`config.mk`:
```
export PLATFORM = sky130hd
export DESIGN_NAME = ipe_bank
export DESIGN_NICKNAME = d
export VERILOG_FILES = /design/src/rtl/ipe_pkg.sv /design/src/rtl/ipe_arbiter.sv /design/src/rtl/ipe_bank.sv /design/src/rtl/ipe_level_slot.sv
export VERILOG_INCLUDE_DIRS = /design/src /design/src/rtl
export SDC_FILE = /design/constraint.sdc
export NUM_CORES = 1
export LEC_CHECK = 0
export BUFFER_PORTS_ARGS = -buffer_cell sky130_fd_sc_hd__buf_4
export CORE_UTILIZATION = 63
export DETAILED_ROUTE_END_ITERATION = 7
export PLACE_DENSITY = 0.88
export SLEW_MARGIN = 5
export SYNTH_ARGS = -nofsm -noshare
export SYNTH_HDL_FRONTEND = slang
export SYNTH_SLANG_ARGS = --single-unit
```
`constraint.sdc`:
```
create_clock -name mclk -period 30.8 [get_ports mclk]
set_input_delay 3.08 -clock mclk [delete_from_list [all_inputs] [get_ports mclk]]
set_output_delay 3.08 -clock mclk [all_outputs]
set_load 0.05 [all_outputs]
```
`src/rtl/ipe_consts.svh`:
```
`ifndef IPE_CONSTS_SVH
`define IPE_CONSTS_SVH
// ****************************************
// Register offsets
// ****************************************
`define IPE_OFS_REQ0    12'hFC0
`define IPE_OFS_G0_HIGH 12'hFC1
`define IPE_OFS_G0_LOW  12'hFC2
`define IPE_OFS_REQ1    12'hFC3
`define IPE_OFS_G1_HIGH 12'hFC4
`define IPE_OFS_G1_LOW  12'hFC5
`define IPE_OFS_REQ2    12'hFC6
`define IPE_OFS_G2_HIGH 12'hFC7
`define IPE_OFS_G2_LOW  12'hFC8
`define IPE_OFS_SELECT  12'hFCE
`define IPE_OFS_CTRL    12'hFCF
`define IPE_OFS_ISTAT   12'hFD0
`define IPE_OFS_ICLR    12'hFD1
`define IPE_OFS_IEN     12'hFD2
// ****************************************
// Field layouts and reset values
// ****************************************
`define IPE_G0_MASK     8'h79
`define IPE_G1_MASK     8'hFF
`define IPE_G2_MASK     8'h0F
`define IPE_SEL_MASK    8'hC0
`define IPE_SEL_VOLT    7
`define IPE_SEL_CMP     6
`define IPE_CTRL_GIE    7
`define IPE_RST_BYTE    8'h00
`define IPE_RST_LEVEL   2'h0
`define IPE_NUM_SRC     24
`define IPE_ISTAT_ACK   0
`define IPE_ISTAT_RAISE 1
`endif

```
`src/rtl/ipe_pkg.sv`:
```
package ipe_pkg;
   typedef logic [1:0] ipe_level_t;
   typedef struct packed {
      logic [11:0] addr;
      logic [7:0]  wdata;
      logic        wr;
      logic        rd;
   } ipe_bus_s;
   typedef struct packed {
      logic       valid;
      ipe_level_t level;
      logic [4:0] index;
   } ipe_win_s;
   typedef enum logic [1:0] {
      IPE_IDLE = 2'b00,
      IPE_REQ  = 2'b01,
      IPE_WAIT = 2'b11
   } ipe_state_e;
endpackage

```
`src/rtl/ipe_arbiter.sv`:
```
`timescale 1ns/100ps
`include "ipe_consts.svh"
module ipe_arbiter #(
   parameter int N = `IPE_NUM_SRC
) (
   // Levels per source
   input  wire logic [2*N-1:0]   levels,
   // Winner
   output ipe_pkg::ipe_win_s     win
);
   always_comb begin
      win = '0;
      for (int i = 0; i < N; i++) begin
         if (levels[2*i +: 2] > win.level) begin
            win.valid = 1'b1;
            win.level = levels[2*i +: 2];
            win.index = 5'(i);
         end
      end
   end
endmodule

```
`src/rtl/ipe_bank.sv`:
```
// Added by the designer: strobed register access.
`timescale 1ns/100ps
`include "ipe_consts.svh"
// Contract
// An enable pair is a level code: 00 off, 01 low, 10 medium, 11 high.
// Group 0 bits: timer B 6, timer A 5, serial rx 4, tx 3, converter 0.
// Group 1 bits: port A 5 to 0, 6 pin or comparator, 7 pin or voltage.
// Group 2 bits 3 to 0 serve port C pins 3 to 0; 7 to 4 are reserved.
// Software writes zero to reserved enable bits of groups 0 and 2.
// A source request sets its request bit; its pair decides the level.
// Requests pass only under global enable, cleared by ack, disable, reset.
// A select bit picks pin (0) or alternate source (1) per shared request.
// Highest pending level wins; ties go to the lowest group, then bit.
module ipe_bank (
   // Clock and reset
   input  wire logic                 mclk,
   input  wire logic                 rst_b,
   // Register port
   input  wire ipe_pkg::ipe_bus_s    bus,
   output logic [7:0]                rdata,
   // Group 0 sources, same clock
   input  wire logic                 src_timer_b,
   input  wire logic                 src_timer_a,
   input  wire logic                 src_serial_rx,
   input  wire logic                 src_serial_tx,
   input  wire logic                 src_converter,
   // Shared alternate sources, same clock
   input  wire logic                 src_comparator,
   input  wire logic                 src_low_voltage_detector,
   // Pins
   input  wire logic [7:0]           porta_pin,
   input  wire logic [3:0]           portc_pin,
   // Core side
   input  wire logic                 enable_interrupts_instruction,
   input  wire logic                 disable_interrupts_instruction,
   input  wire logic                 core_ack,
   output logic                      core_irq,
   output logic [4:0]                core_vector,
   output ipe_pkg::ipe_level_t       core_level,
   // Interrupt output
   output logic                      irq
);
   // ****************************************
   // Pin synchronisers and edge detect
   // ****************************************
   logic [11:0] pin_s1_q, pin_s2_q, pin_s3_q;
   always_ff @(posedge mclk or negedge rst_b) begin
      if (!rst_b) begin
         pin_s1_q <= 12'h000;
         pin_s2_q <= 12'h000;
         pin_s3_q <= 12'h000;
      end else begin
         pin_s1_q <= {portc_pin, porta_pin};
         pin_s2_q <= pin_s1_q;
         pin_s3_q <= pin_s2_q;
      end
   end
   wire [11:0] pin_rise = pin_s2_q & ~pin_s3_q;

   // ****************************************
   // Registers
   // ****************************************
   logic [7:0] g0_high_q, g0_low_q, g1_high_q, g1_low_q;
   logic [7:0] g2_high_q, g2_low_q, req0_q, req1_q, req2_q;
   logic [7:0] select_q, ien_q;
   logic [1:0] istat_q;
   logic       gie_q;
   ipe_pkg::ipe_state_e state_q, state_d;
   ipe_pkg::ipe_win_s   win;

   wire wr_g0h  = bus.wr && bus.addr == `IPE_OFS_G0_HIGH;
   wire wr_g0l  = bus.wr && bus.addr == `IPE_OFS_G0_LOW;
   wire wr_g1h  = bus.wr && bus.addr == `IPE_OFS_G1_HIGH;
   wire wr_g1l  = bus.wr && bus.addr == `IPE_OFS_G1_LOW;
   wire wr_g2h  = bus.wr && bus.addr == `IPE_OFS_G2_HIGH;
   wire wr_g2l  = bus.wr && bus.addr == `IPE_OFS_G2_LOW;
   wire wr_req0 = bus.wr && bus.addr == `IPE_OFS_REQ0;
   wire wr_req1 = bus.wr && bus.addr == `IPE_OFS_REQ1;
   wire wr_req2 = bus.wr && bus.addr == `IPE_OFS_REQ2;
   wire wr_sel  = bus.wr && bus.addr == `IPE_OFS_SELECT;
   wire wr_ctrl = bus.wr && bus.addr == `IPE_OFS_CTRL;
   wire wr_iclr = bus.wr && bus.addr == `IPE_OFS_ICLR;
   wire wr_ien  = bus.wr && bus.addr == `IPE_OFS_IEN;

   // ****************************************
   // Request capture
   // ****************************************
   wire sel_volt = select_q[`IPE_SEL_VOLT];
   wire sel_cmp  = select_q[`IPE_SEL_CMP];
   wire shr7 = sel_volt ? src_low_voltage_detector : pin_rise[7];
   wire shr6 = sel_cmp ? src_comparator : pin_rise[6];
   wire [7:0] set0 = {1'b0, src_timer_b, src_timer_a, src_serial_rx,
                      src_serial_tx, 2'b00, src_converter};
   wire [7:0] set1 = {shr7, shr6, pin_rise[5:0]};
   wire [7:0] set2 = {4'h0, pin_rise[11:8]};

   wire ack_take = core_ack && state_q == ipe_pkg::IPE_REQ;
   wire [23:0] ack_clr = ack_take ? 24'(1) << win.index : 24'h000000;

   // Set wins over software clear and acknowledge
   wire [7:0] req0_d = ((wr_req0 ? bus.wdata : req0_q) & ~ack_clr[7:0]
                        | set0) & `IPE_G0_MASK;
   wire [7:0] req1_d = ((wr_req1 ? bus.wdata : req1_q) & ~ack_clr[15:8]
                        | set1) & `IPE_G1_MASK;
   wire [7:0] req2_d = ((wr_req2 ? bus.wdata : req2_q) & ~ack_clr[23:16]
                        | set2) & `IPE_G2_MASK;

   always_ff @(posedge mclk or negedge rst_b) begin
      if (!rst_b) begin
         req0_q <= `IPE_RST_BYTE;
         req1_q <= `IPE_RST_BYTE;
         req2_q <= `IPE_RST_BYTE;
      end else begin
         req0_q <= req0_d;
         req1_q <= req1_d;
         req2_q <= req2_d;
      end
   end

   // ****************************************
   // Enable pairs and control
   // ****************************************
   // Reserved bits are forced to zero in hardware as well
   always_ff @(posedge mclk or negedge rst_b) begin
      if (!rst_b) begin
         g0_high_q <= `IPE_RST_BYTE;
         g0_low_q  <= `IPE_RST_BYTE;
         g1_high_q <= `IPE_RST_BYTE;
         g1_low_q  <= `IPE_RST_BYTE;
         g2_high_q <= `IPE_RST_BYTE;
         g2_low_q  <= `IPE_RST_BYTE;
         select_q  <= `IPE_RST_BYTE;
         ien_q     <= `IPE_RST_BYTE;
      end else begin
         if (wr_g0h) g0_high_q <= bus.wdata & `IPE_G0_MASK;
         if (wr_g0l) g0_low_q  <= bus.wdata & `IPE_G0_MASK;
         if (wr_g1h) g1_high_q <= bus.wdata;
         if (wr_g1l) g1_low_q  <= bus.wdata;
         if (wr_g2h) g2_high_q <= bus.wdata & `IPE_G2_MASK;
         if (wr_g2l) g2_low_q  <= bus.wdata & `IPE_G2_MASK;
         if (wr_sel) select_q  <= bus.wdata & `IPE_SEL_MASK;
         if (wr_ien) ien_q     <= bus.wdata;
      end
   end

   // Clear by acknowledge, disable or direct write of zero
   wire gie_clr = ack_take || disable_interrupts_instruction
                  || (wr_ctrl && !bus.wdata[`IPE_CTRL_GIE]);
   wire gie_set = enable_interrupts_instruction
                  || (wr_ctrl && bus.wdata[`IPE_CTRL_GIE]);
   always_ff @(posedge mclk or negedge rst_b) begin
      if (!rst_b) begin
         gie_q <= 1'b0;
      end else if (gie_clr) begin
         gie_q <= 1'b0;
      end else if (gie_set) begin
         gie_q <= 1'b1;
      end
   end

   // ****************************************
   // Priority decode
   // ****************************************
   wire [23:0] en_high = {g2_high_q, g1_high_q, g0_high_q};
   wire [23:0] en_low  = {g2_low_q, g1_low_q, g0_low_q};
   wire [23:0] pending = {req2_q, req1_q, req0_q};
   wire [47:0] levels;

   for (genvar i = 0; i < `IPE_NUM_SRC; i++) begin : g_slot
      ipe_level_slot u_slot (
         .en_high (en_high[i]),
         .en_low  (en_low[i]),
         .pending (pending[i]),
         .level   (levels[2*i +: 2])
      );
   end

   ipe_arbiter #(.N(`IPE_NUM_SRC)) u_arb (
      .levels (levels),
      .win    (win)
   );

   // ****************************************
   // Core handshake
   // ****************************************
   wire fwd = win.valid && gie_q;
   always_comb begin
      state_d = state_q;
      unique case (state_q)
         ipe_pkg::IPE_IDLE: if (fwd) state_d = ipe_pkg::IPE_REQ;
         ipe_pkg::IPE_REQ: begin
            if (core_ack) state_d = ipe_pkg::IPE_WAIT;
            else if (!fwd) state_d = ipe_pkg::IPE_IDLE;
         end
         ipe_pkg::IPE_WAIT: state_d = ipe_pkg::IPE_IDLE;
         default: state_d = ipe_pkg::IPE_IDLE;
      endcase
   end

   always_ff @(posedge mclk or negedge rst_b) begin
      if (!rst_b) begin
         state_q     <= ipe_pkg::IPE_IDLE;
         core_vector <= 5'h00;
         core_level  <= `IPE_RST_LEVEL;
      end else begin
         state_q <= state_d;
         if (state_d == ipe_pkg::IPE_REQ && !ack_take) begin
            core_vector <= win.index;
            core_level  <= win.level;
         end
      end
   end
   assign core_irq = state_q == ipe_pkg::IPE_REQ && fwd;

   // ****************************************
   // Interrupt status
   // ****************************************
   wire [1:0] ev = {fwd && state_q == ipe_pkg::IPE_IDLE, ack_take};
   wire [1:0] clr = wr_iclr ? bus.wdata[1:0] : 2'b00;
   always_ff @(posedge mclk or negedge rst_b) begin
      if (!rst_b) istat_q <= 2'b00;
      else istat_q <= (istat_q & ~clr) | ev;
   end
   assign irq = |(istat_q & ien_q[1:0]);

   // ****************************************
   // Read data
   // ****************************************
   logic [7:0] rmux;
   always_comb begin
      unique case (bus.addr)
         `IPE_OFS_REQ0:    rmux = req0_q;
         `IPE_OFS_G0_HIGH: rmux = g0_high_q;
         `IPE_OFS_G0_LOW:  rmux = g0_low_q;
         `IPE_OFS_REQ1:    rmux = req1_q;
         `IPE_OFS_G1_HIGH: rmux = g1_high_q;
         `IPE_OFS_G1_LOW:  rmux = g1_low_q;
         `IPE_OFS_REQ2:    rmux = req2_q;
         `IPE_OFS_G2_HIGH: rmux = g2_high_q;
         `IPE_OFS_G2_LOW:  rmux = g2_low_q;
         `IPE_OFS_SELECT:  rmux = select_q;
         `IPE_OFS_CTRL:    rmux = {gie_q, 7'h00};
         `IPE_OFS_ISTAT:   rmux = {6'h00, istat_q};
         `IPE_OFS_IEN:     rmux = ien_q;
         default:          rmux = 8'h00;
      endcase
   end
   always_ff @(posedge mclk or negedge rst_b) begin
      if (!rst_b) rdata <= 8'h00;
      else if (bus.rd) rdata <= rmux;
      else rdata <= 8'h00;
   end
endmodule

```
`src/rtl/ipe_level_slot.sv`:
```
`timescale 1ns/100ps
`include "ipe_consts.svh"
module ipe_level_slot (
   // Enable pair and request
   input  wire logic             en_high,
   input  wire logic             en_low,
   input  wire logic             pending,
   // Effective level
   output ipe_pkg::ipe_level_t   level
);
   wire ipe_pkg::ipe_level_t code = {en_high, en_low};
   assign level = pending ? code : `IPE_RST_LEVEL;
endmodule

```
Word level (Yosys, flattened, before mapping)
Index checks and enable logic that the tools add are counted.
{"block": "totals", "ff_bits": 117, "input_bits": 46, "out_inout_bits": 17}
{"block": "classes", "n_lt_le_gt_ge": 24, "eq_ne": 16, "n_shift": 1, "muxes": 56, "bitwise": 15, "n_reduce_logical": 28}
{"operator": "$mux W8", "n": 26}
{"operator": "$eq A12 B12 Y1 const B", "n": 14}
{"operator": "$pmux W8 S13", "n": 1}
{"operator": "$mux W2", "n": 21}
{"operator": "$gt A2 B2 Y1", "n": 16}
{"operator": "$logic_and A1 B1 Y1", "n": 20}
{"operator": "$mux W20", "n": 1}
{"operator": "$shl A1 B5 Y20 const A", "n": 1}
{"operator": "$gt A1 B2 Y1 const A", "n": 7}
{"operator": "$and A12 B12 Y12", "n": 1}
{"operator": "$not A12 Y12", "n": 1}
{"operator": "$and A8 B8 Y8", "n": 1}
{"operator": "$not A8 Y8", "n": 1}
{"operator": "$or A8 B8 Y8", "n": 1}
{"operator": "$and A7 B7 Y7", "n": 1}
{"operator": "$mux W7", "n": 1}
{"operator": "$not A7 Y7", "n": 1}
{"operator": "$or A7 B7 Y7", "n": 1}
{"operator": "$and A2 B2 Y2", "n": 2}
{"operator": "$and A4 B4 Y4", "n": 1}
{"operator": "$eq A2 B1 Y1 const B", "n": 2}
{"operator": "$mux W1", "n": 4}
{"operator": "$mux W4", "n": 1}
{"operator": "$not A4 Y4", "n": 1}
{"operator": "other kinds (10)", "n": 13}

Longest topological paths before layout
Gate-level depths: netlist of the first run.
{"block": "depth", "ltp_word": 55, "depth_mapped": 90, "ltp_nobuf": 90}

By module
A second synthesis of the first run with hierarchy kept.
{"block": "hier_totals", "cells_unflattened": 816, "area_unflattened_um2": 7851.3}
{"mod": "ipe_bank", "n_inst": 1, "cells_per_inst": 450, "area_per_inst_um2": 5288.8, "seq_area_each_um2": 2927.8}
{"mod": "ipe_arbiter", "n_inst": 1, "cells_per_inst": 318, "area_per_inst_um2": 2262.2, "seq_area_each_um2": 0.0}
{"mod": "ipe_level_slot", "n_inst": 24, "cells_per_inst": 2, "area_per_inst_um2": 12.5, "seq_area_each_um2": 0.0}

Worst setup path before layout of the first run
No wires, ideal clock.
{"block": "synth_path", "path_kind": "register to output", "start": "reg req0_q[3]", "end": "out core_irq", "arrival_time_ns": 14.207, "required_time_ns": 27.720, "slack_ns": 13.513, "path_stages_with_launch": 84, "cell_sequence": "dfrtp_1 -> and2_1 -> ha_1 -> nor2b_1 -> o21ai_1 -> nand2_1 -> o21ai_0 -> ha_1 -> nand2b_1 -> o21a_1 -> a31oi_1 -> a22oi_1 -> ha_1 -> inv_1 -> o22a_1 -> a221oi_1 -> or2_2 -> ha_1 -> [48 not listed] -> a211o_1 -> nor2b_1 -> ha_1 -> inv_1 -> o22ai_1 -> nor2_1 -> a21o_1 -> ha_1 -> inv_1 -> o22a_1 -> o21a_1 -> ha_1 -> inv_1 -> o22ai_1 -> nand4_1 -> nor3_1 -> a21oi_1 -> and2_1"}
{"block": "synth_between", "elab_chain_cells": 45}
{"item": "start, declared", "line": "ipe_bank.sv:64", "rtl": "logic [7:0] g2_high_q, g2_low_q, req0_q, req1_q, req2_q;"}
{"item": "start signal, assigned", "line": "ipe_bank.sv:110", "rtl": "req0_q <= `IPE_RST_BYTE;"}
{"item": "start signal, assigned", "line": "ipe_bank.sv:114", "rtl": "req0_q <= req0_d;"}
{"item": "$mux W2 (no source line) (*)"}
{"item": "$gt A2 B2 Y1", "line": "ipe_arbiter.sv:14", "rtl": "if (levels[2*i +: 2] > win.level) begin"}
{"item": "$mux W8 (*)", "line": "ipe_arbiter.sv:14"}
{"item": "$gt A2 B2 Y1", "line": "ipe_arbiter.sv:14"}
{"item": "$mux W8 (*)", "line": "ipe_arbiter.sv:14"}
{"item": "$gt A2 B2 Y1", "line": "ipe_arbiter.sv:14"}
{"item": "$mux W8 (*)", "line": "ipe_arbiter.sv:14"}
{"item": "$gt A2 B2 Y1", "line": "ipe_arbiter.sv:14"}
{"item": "[29 not listed]"}
{"item": "$gt A1 B2 Y1", "line": "ipe_arbiter.sv:14"}
{"item": "$mux W8 (*)", "line": "ipe_arbiter.sv:14"}
{"item": "$gt A1 B2 Y1", "line": "ipe_arbiter.sv:14"}
{"item": "$mux W8 (*)", "line": "ipe_arbiter.sv:14"}
{"item": "$gt A1 B2 Y1", "line": "ipe_arbiter.sv:14"}
{"item": "$mux W8 (*)", "line": "ipe_arbiter.sv:14"}
{"item": "$logic_and A1 B1 Y1 (*)", "line": "ipe_bank.sv:186", "rtl": "wire fwd = win.valid && gie_q;"}
{"item": "$logic_and A1 B1 Y1 (*)", "line": "ipe_bank.sv:213", "rtl": "assign core_irq = state_q == ipe_pkg::IPE_REQ && fwd;"}
{"item": "end, declared", "line": "ipe_bank.sv:37", "rtl": "output logic core_irq,"}
Mark *: on every way between the ends. The rest lies on a longest branch, timed or not.

Worst setup path after layout of the first run
Ends and elaborated chain as after synthesis.

==> results.sh, run 1 <==
export IMPL_skew_ns=0.01081
export IMPL_synth_edf_count=0
export IMPL_fin_crit_sh_pct=66.20
export IMPL_post_place_ws_ns=11.31
export IMPL_fin_crit_ns=20.39
export IMPL_reg2reg_to="req1_q[7]$_DFF_PN0_"
export IMPL_dp_final_hpwl_um=12240
export IMPL_synthFlopType="dfrtp_1"
export IMPL_worst_path_max_fanout=8
export IMPL_wire_per_inst_um=22.87
export IMPL_holdPathEnd="pin_s2_q[10]$_DFF_PN0_"
export IMPL_relSlewSlack_pct=36.55
export IMPL_cts_setup_buffers=0
export IMPL_cts_clk_slew_worst_paths_ns=0.06
export IMPL_setup_viol=0
export IMPL_grt_pass1_vias=5471
export IMPL_drt_pre_antenna_iters=6
export IMPL_wl_met1_um=7060
export IMPL_ys_seq_area_share_pct=45.73
export IMPL_synthDistinctLibCells=59
export IMPL_finalWorstSetupSlack_ns=10.41
export IMPL_max_cap_viol_count=0
export IMPL_route_met2_wl_um=8989
export IMPL_hold_violations=0
export IMPL_ir_drop_mv=0.06386
export IMPL_grt_pass1_wl_um=29270
export IMPL_pin_count=63
export IMPL_hold_path_class="flop to flop"
export IMPL_yosys_warnings=0
export IMPL_track_usage_pct=38.58
export IMPL_status="finished clean"
export IMPL_cts_hold_buf=0
export IMPL_drc=0
export IMPL_power_density_nw_per_um2=83.06
export IMPL_numCtsBuffers=17
export IMPL_antenna_left=0
export IMPL_crit_top_cell="ha_1"
export IMPL_antenna_found_initial=0
export IMPL_synth_nets=700
export IMPL_gp_congestion=0.9700
export IMPL_finalMaxSlewViolations=0
export IMPL_viasPerCell=6.627
export IMPL_clock_path_buffers=2
export IMPL_cts_tree="built"
export IMPL_highest_layer="met4"
export IMPL_wl_met3_um=1731
export IMPL_h_tree_depth=4
export IMPL_critPathKind="flop to primary output"
export IMPL_die_w_um=102.8
export IMPL_reg2reg_depth=85
export IMPL_die_y_um=102.8
export IMPL_root_buffer="clkbuf_8"
export IMPL_power_uw=634.1
export IMPL_first_iter_violations=647
export IMPL_port_buffers=62
export IMPL_cts_sinks=117
export IMPL_vias=5454
export IMPL_whs_path_depth=0
export IMPL_cts_resized_gates=0
export IMPL_rsz0062_at_grt="no"
export IMPL_start_util_pct=65.20
export IMPL_async_reset_ff_share_pct=100.0
export IMPL_regToRegSetupSlack_ns=13.47
export IMPL_die_area_um2=10570
export IMPL_fmax_ghz=0.04904
export IMPL_required_ns=27.72
export IMPL_cpPeakStageDelay_ns=0.42
export IMPL_syn_area_um2=6402
export IMPL_holdCritStartpoint="pin_s1_q[10]$_DFF_PN0_"
export IMPL_area_growth_pct=19.25
export IMPL_grt_max_degree=80
export IMPL_num_nets_final=771
export IMPL_cp_arrival_ns=17.31
export IMPL_leakagePower_uw=0.003817
export IMPL_yosys_register_bits=117
export IMPL_crit_slowest_cell="dfrtp_1"
export IMPL_antenna_cells=0
export IMPL_gr_total_overflow=0
export IMPL_rows=36
export IMPL_startpoint_type="flop"
export IMPL_critPathCaptureType="primary output"
export IMPL_core_area_um2=9819
export IMPL_r2r_start="req0_q[3]$_DFF_PN0_"
export IMPL_routed_wl_um=18820
export IMPL_worstMarginPinSlew_ns=0.9517
export IMPL_drive_gt1_share_pct=24.35
export IMPL_synth_cells=606
export IMPL_avgSynthCellArea_um2=10.57
export IMPL_insertion_delay_ns=0.53
export IMPL_fin_tns_setup_ns=0
## flip-flops by register name (all words and copies together) (netlist names), 5 cells and up
signal	count
ien_q	8
pin_s1_q	12
g0_low_q	5
req0_q	5
g1_high_q	8
g0_high_q	5
pin_s2_q	12
pin_s3_q	12
req1_q	8
g1_low_q	8
core_vector	5
rdata	8
## cells in the mapped netlist (8+ instances only)
cell | number | area (um^2)
mux2i_1 | 17 | 170.2
nand2_1 | 71 | 266.5
nor3_1 | 8 | 40.04
nand3_1 | 17 | 85.08
mux2_2 | 51 | 574.3
o22ai_1 | 21 | 131.4
dfrtp_1 | 117 | 2928
o21ai_0 | 14 | 70.07
inv_1 | 44 | 165.2
nor2_1 | 42 | 157.7
ha_1 | 48 | 600.6
a21oi_1 | 24 | 120.1
## how the worst max path moves through the flow
stage | to | start | cells after the start
after floorplan | core_irq | req0_q[3]$_DFF_PN0_ | 83
after global placement | core_irq | req0_q[3]$_DFF_PN0_ | 85
after detailed placement | core_irq | req0_q[3]$_DFF_PN0_ | 86
after CTS | core_irq | req0_q[3]$_DFF_PN0_ | 85
after global routing | core_irq | req0_q[3]$_DFF_PN0_ | 85
final | core_irq | req0_q[3]$_DFF_PN0_ | 85
## worst max-delay path, delay by kind of cell, from the launching register on
| kind | cells | cell delay [ns] |
|---|---|---|
| muxes | 1 | 0.41 |
| AOI/OAI and AO/OA | 36 | 8.04 |
| DFF | 1 | 0.42 |
| and+or+nand+nor | 19 | 3.13 |
| buffers and inverters | 13 | 0.82 |
| adders and majority gates | 16 | 3.94 |
## area by class of cell
class,count,area (um^2)
multi-input cells,433,3262
flip-flops and latches,117,2928
fillers,604,2185
repair buffers,64,480.5
clock buffers,22,462.9
clock inverters,10,170.2
well taps,133,166.4
inverters,44,165.2
## kinds of logic (layout without fill, tap and decap cells)
family                     after synthesis  after routing  share of synthesized area (%)
AOI/OAI and AO/OA                      126            126                          13.52
buffers and inverters                   56            140                          3.322
DFF                                    117            117                          45.73
muxes                                   75             75                          14.09
adders and majority gates               48             48                          9.381
and+or+nand+nor                        184            184                          13.95
## routing by layer
metal,track usage (%),up-vias
li1,-,2335
met1,46.91,2662
met2,62.15,355
met3,10.71,102
met4,22.32,0
met5,0,-
## cells in the final DEF, fill, tap and decap left out, types with 3 or more instances in the layout
master / count
dfrtp_1: 117
nand2_1: 71
buf_4: 64
mux2_2: 51
ha_1: 48
inv_1: 44
nor2_1: 42
a21oi_1: 24
o22ai_1: 21
mux2i_1: 17
nand3_1: 17
clkbuf_16: 16
o21ai_0: 14
nor3_1: 8
a22o_1: 7
mux4_2: 7
a31oi_1: 7
and2_1: 7
and3_1: 6
o21bai_1: 6
a211oi_1: 5
o21a_1: 5
a22oi_1: 5
a222oi_1: 5
a21o_1: 5
nand2b_1: 5
or2_2: 4
o22a_1: 4
nor2b_1: 4
clkbuf_8: 4
bufinv_16: 4
nor3b_1: 3
a211o_1: 3
clkinv_4: 3
## power breakdown
part           total [uW]  switching, uW  internal (uW)
combinational         246            162           83.8
clock                 209           70.9            139
sequential            179           12.0            167
## stage by stage
stage / util, % / cell area (um^2) / std cells / hold WS (ns)
after detailed placement: 71.30 / 7002 / 791 / 0.3358
after global placement: 71.30 / 7002 / 791 / 0.3321
after global routing: 77.75 / 7635 / 823 / 0.3528
final: 77.75 / 7635 / 823 / 0.3501
after CTS: 77.75 / 7635 / 823 / 0.3532
after floorplan: - / 6402 / 606 / 0.3312
(Power assumes the default switching activity.)
==> inputs of run 2 (changes only) <==
CORE_UTILIZATION = 54   (was 63)
PLACE_DENSITY = 0.81   (was 0.88)
clock period = 18.7 ns   (was 30.8 ns; I/O delays follow)
==> run 2 against run 1 <==
Against the previous run:
- global-route usage decreased by 8.8 points
- critical path depth rose by 1
- register-to-register slack worse by 11 ns
- total power rose by 72%
- die area rose by 16%
- core utilization fell by 10 points
- worst hold slack worse by 0.0052 ns
- critical path type unchanged
- largest cell class unchanged
==> results.sh, run 2 (same netlist as run 1, synthesis figures left out) <==
export IMPL_track_usage_pct=29.74
export IMPL_clock_path_buffers=2
export IMPL_start_util_pct=55.83
export IMPL_routed_wl_um=17490
export IMPL_cts_setup_buffers=0
export IMPL_critPathKind="flop to primary output"
export IMPL_relSlewSlack_pct=32.58
export IMPL_worst_path_max_fanout=8
export IMPL_dp_final_hpwl_um=12590
export IMPL_fin_crit_sh_pct=94.78
export IMPL_wire_per_inst_um=20.97
export IMPL_p_comb_share_pct=40.2
export IMPL_fillers=806
export IMPL_power_uw=1092
export IMPL_pin_count=63
export IMPL_numCtsBuffers=17
export IMPL_skew_ns=0.01255
export IMPL_fmax_ghz=0.05642
export IMPL_final_cell_mix="dfrtp_1, nand2_1, buf_4, mux2_2, ha_1"
export IMPL_final_common_cell="dfrtp_1"
export IMPL_cp_arrival_ns=15.85
export IMPL_die_y_um=110.9
export IMPL_gp_congestion=0.9302
export IMPL_fin_worst_hold_slack_ns=0.3449
export IMPL_port_buffers=62
export IMPL_h_tree_depth=4
export IMPL_regToRegSetupSlack_ns=2.24
export IMPL_grt_pass1_wl_um=27940
export IMPL_cts_tree="built"
export IMPL_antenna_left=0
export IMPL_multi_input_area_um2=3322
export IMPL_drc=0
export IMPL_fin_crit_ns=17.72
export IMPL_cts_sinks=117
export IMPL_crit_top_cell="ha_1"
export IMPL_fin_cells=834
export IMPL_antenna_found_initial=0
export IMPL_die_w_um=110.9
export IMPL_grt_max_degree=84
export IMPL_insertion_delay_ns=0.42
export IMPL_status="finished clean"
export IMPL_ir_drop_mv=0.1283
export IMPL_swShare_pct=38.56
export IMPL_first_iter_violations=458
export IMPL_power_frac_seq_pct=27.0
export IMPL_core_area_um2=11470
export IMPL_crit_slowest_cell="dfrtp_1"
export IMPL_clkPwrFrac_pct=32.8
export IMPL_hold_path_class="flop to flop"
export IMPL_viasPerCell=6.251
export IMPL_cpPeakStageDelay_ns=0.43
export IMPL_required_ns=16.83
export IMPL_max_cap_viol_count=0
export IMPL_drt_pre_antenna_iters=6
export IMPL_die_area_um2=12300
export IMPL_crit_buf_inv=15
export IMPL_leakagePower_uw=0.003863
export IMPL_p_switching_uw=421.1
export IMPL_top_regs="pin_s1_q x12, pin_s2_q x12, pin_s3_q x12"
export IMPL_setup_viol=0
export IMPL_worstMarginPinSlew_ns=1.011
export IMPL_num_nets_final=772
export IMPL_area_growth_pct=20.95
export IMPL_hold_violations=0
export IMPL_finalMaxSlewViolations=0
export IMPL_p_int_uw=671.0
export IMPL_cts_clk_slew_worst_paths_ns=0.06
export IMPL_antenna_cells=0
export IMPL_grt_pass1_vias=5245
export IMPL_vias=5213
export IMPL_startpoint_type="flop"
export IMPL_rows=39
export IMPL_post_place_cells=802
export IMPL_root_buffer="clkbuf_16"
export IMPL_gr_total_overflow=0
export IMPL_critPathCaptureType="primary output"
export IMPL_drive_gt1_share_pct=26.48
export IMPL_ff_latch_area_um2=2928
export IMPL_critical_path_top_delay_family="compound AO/OA/AOI/OAI gates"
export IMPL_power_density_nw_per_um2=141.0
run 2: worst paths after layout:
check,start,depth (start not counted),to
min in group asynchronous,rst_b,1,pin_s1_q[5]$_DFF_PN0_
max in group asynchronous,rst_b,2,g1_high_q[6]$_DFFE_PN0P_
max reg2reg,req0_q[3]$_DFF_PN0_,87,req1_q[7]$_DFF_PN0_
min reg2reg,pin_s1_q[3]$_DFF_PN0_,0,pin_s2_q[3]$_DFF_PN0_
min,pin_s1_q[3]$_DFF_PN0_,0,pin_s2_q[3]$_DFF_PN0_
max,req0_q[3]$_DFF_PN0_,86,core_irq
run 2: power by group through the flow:
stage | Clock (uW) | Sequential, uW | Combinational [uW]
global placement | 0 | 296 | 403
global route | 373 | 296 | 473
CTS | 362 | 294 | 415
detailed placement | 0 | 297 | 411
finish | 359 | 295 | 439
floorplan | 0 | 313 | 262
run 2: layout make-up:
cell class	count	share of cell area [%]
Multi-Input combinational cell	433	42.90
Clock inverter	14	2.876
Tap cell	143	2.311
Inverter	44	2.133
Sequential cell	117	37.81
Timing Repair Buffer	65	6.302
Clock buffer	18	5.671
run 2: per-layer routing:
metal	GRT usage (%)	share of wire (%)
met2	48.36	49
met3	6.670	7.0
met4	12.53	2.8
met5	0	0
met1	38.44	41
run 2: timing repair:
| item | 4_1_cts | 5_1_grt |
|---|---|---|
| endpoints found under the setup margin | 0 | 2 |
| hold buffers | 0 | 0 |
| gates resized for setup | 0 | 12 |
run 2: per-stage QoR:
stage                     setup TNS [ns]  setup WS, ns  utilization, %  instance area (um^2)
after floorplan                        0         2.623               -                  6402
after global placement                 0        0.9680           61.23                  7022
after detailed placement               0        0.5861           61.23                  7022
after CTS                              0       0.09656           67.00                  7684
after global routing            -0.07211      -0.07211           67.53                  7744
final                                  0        0.9765           67.53                  7744
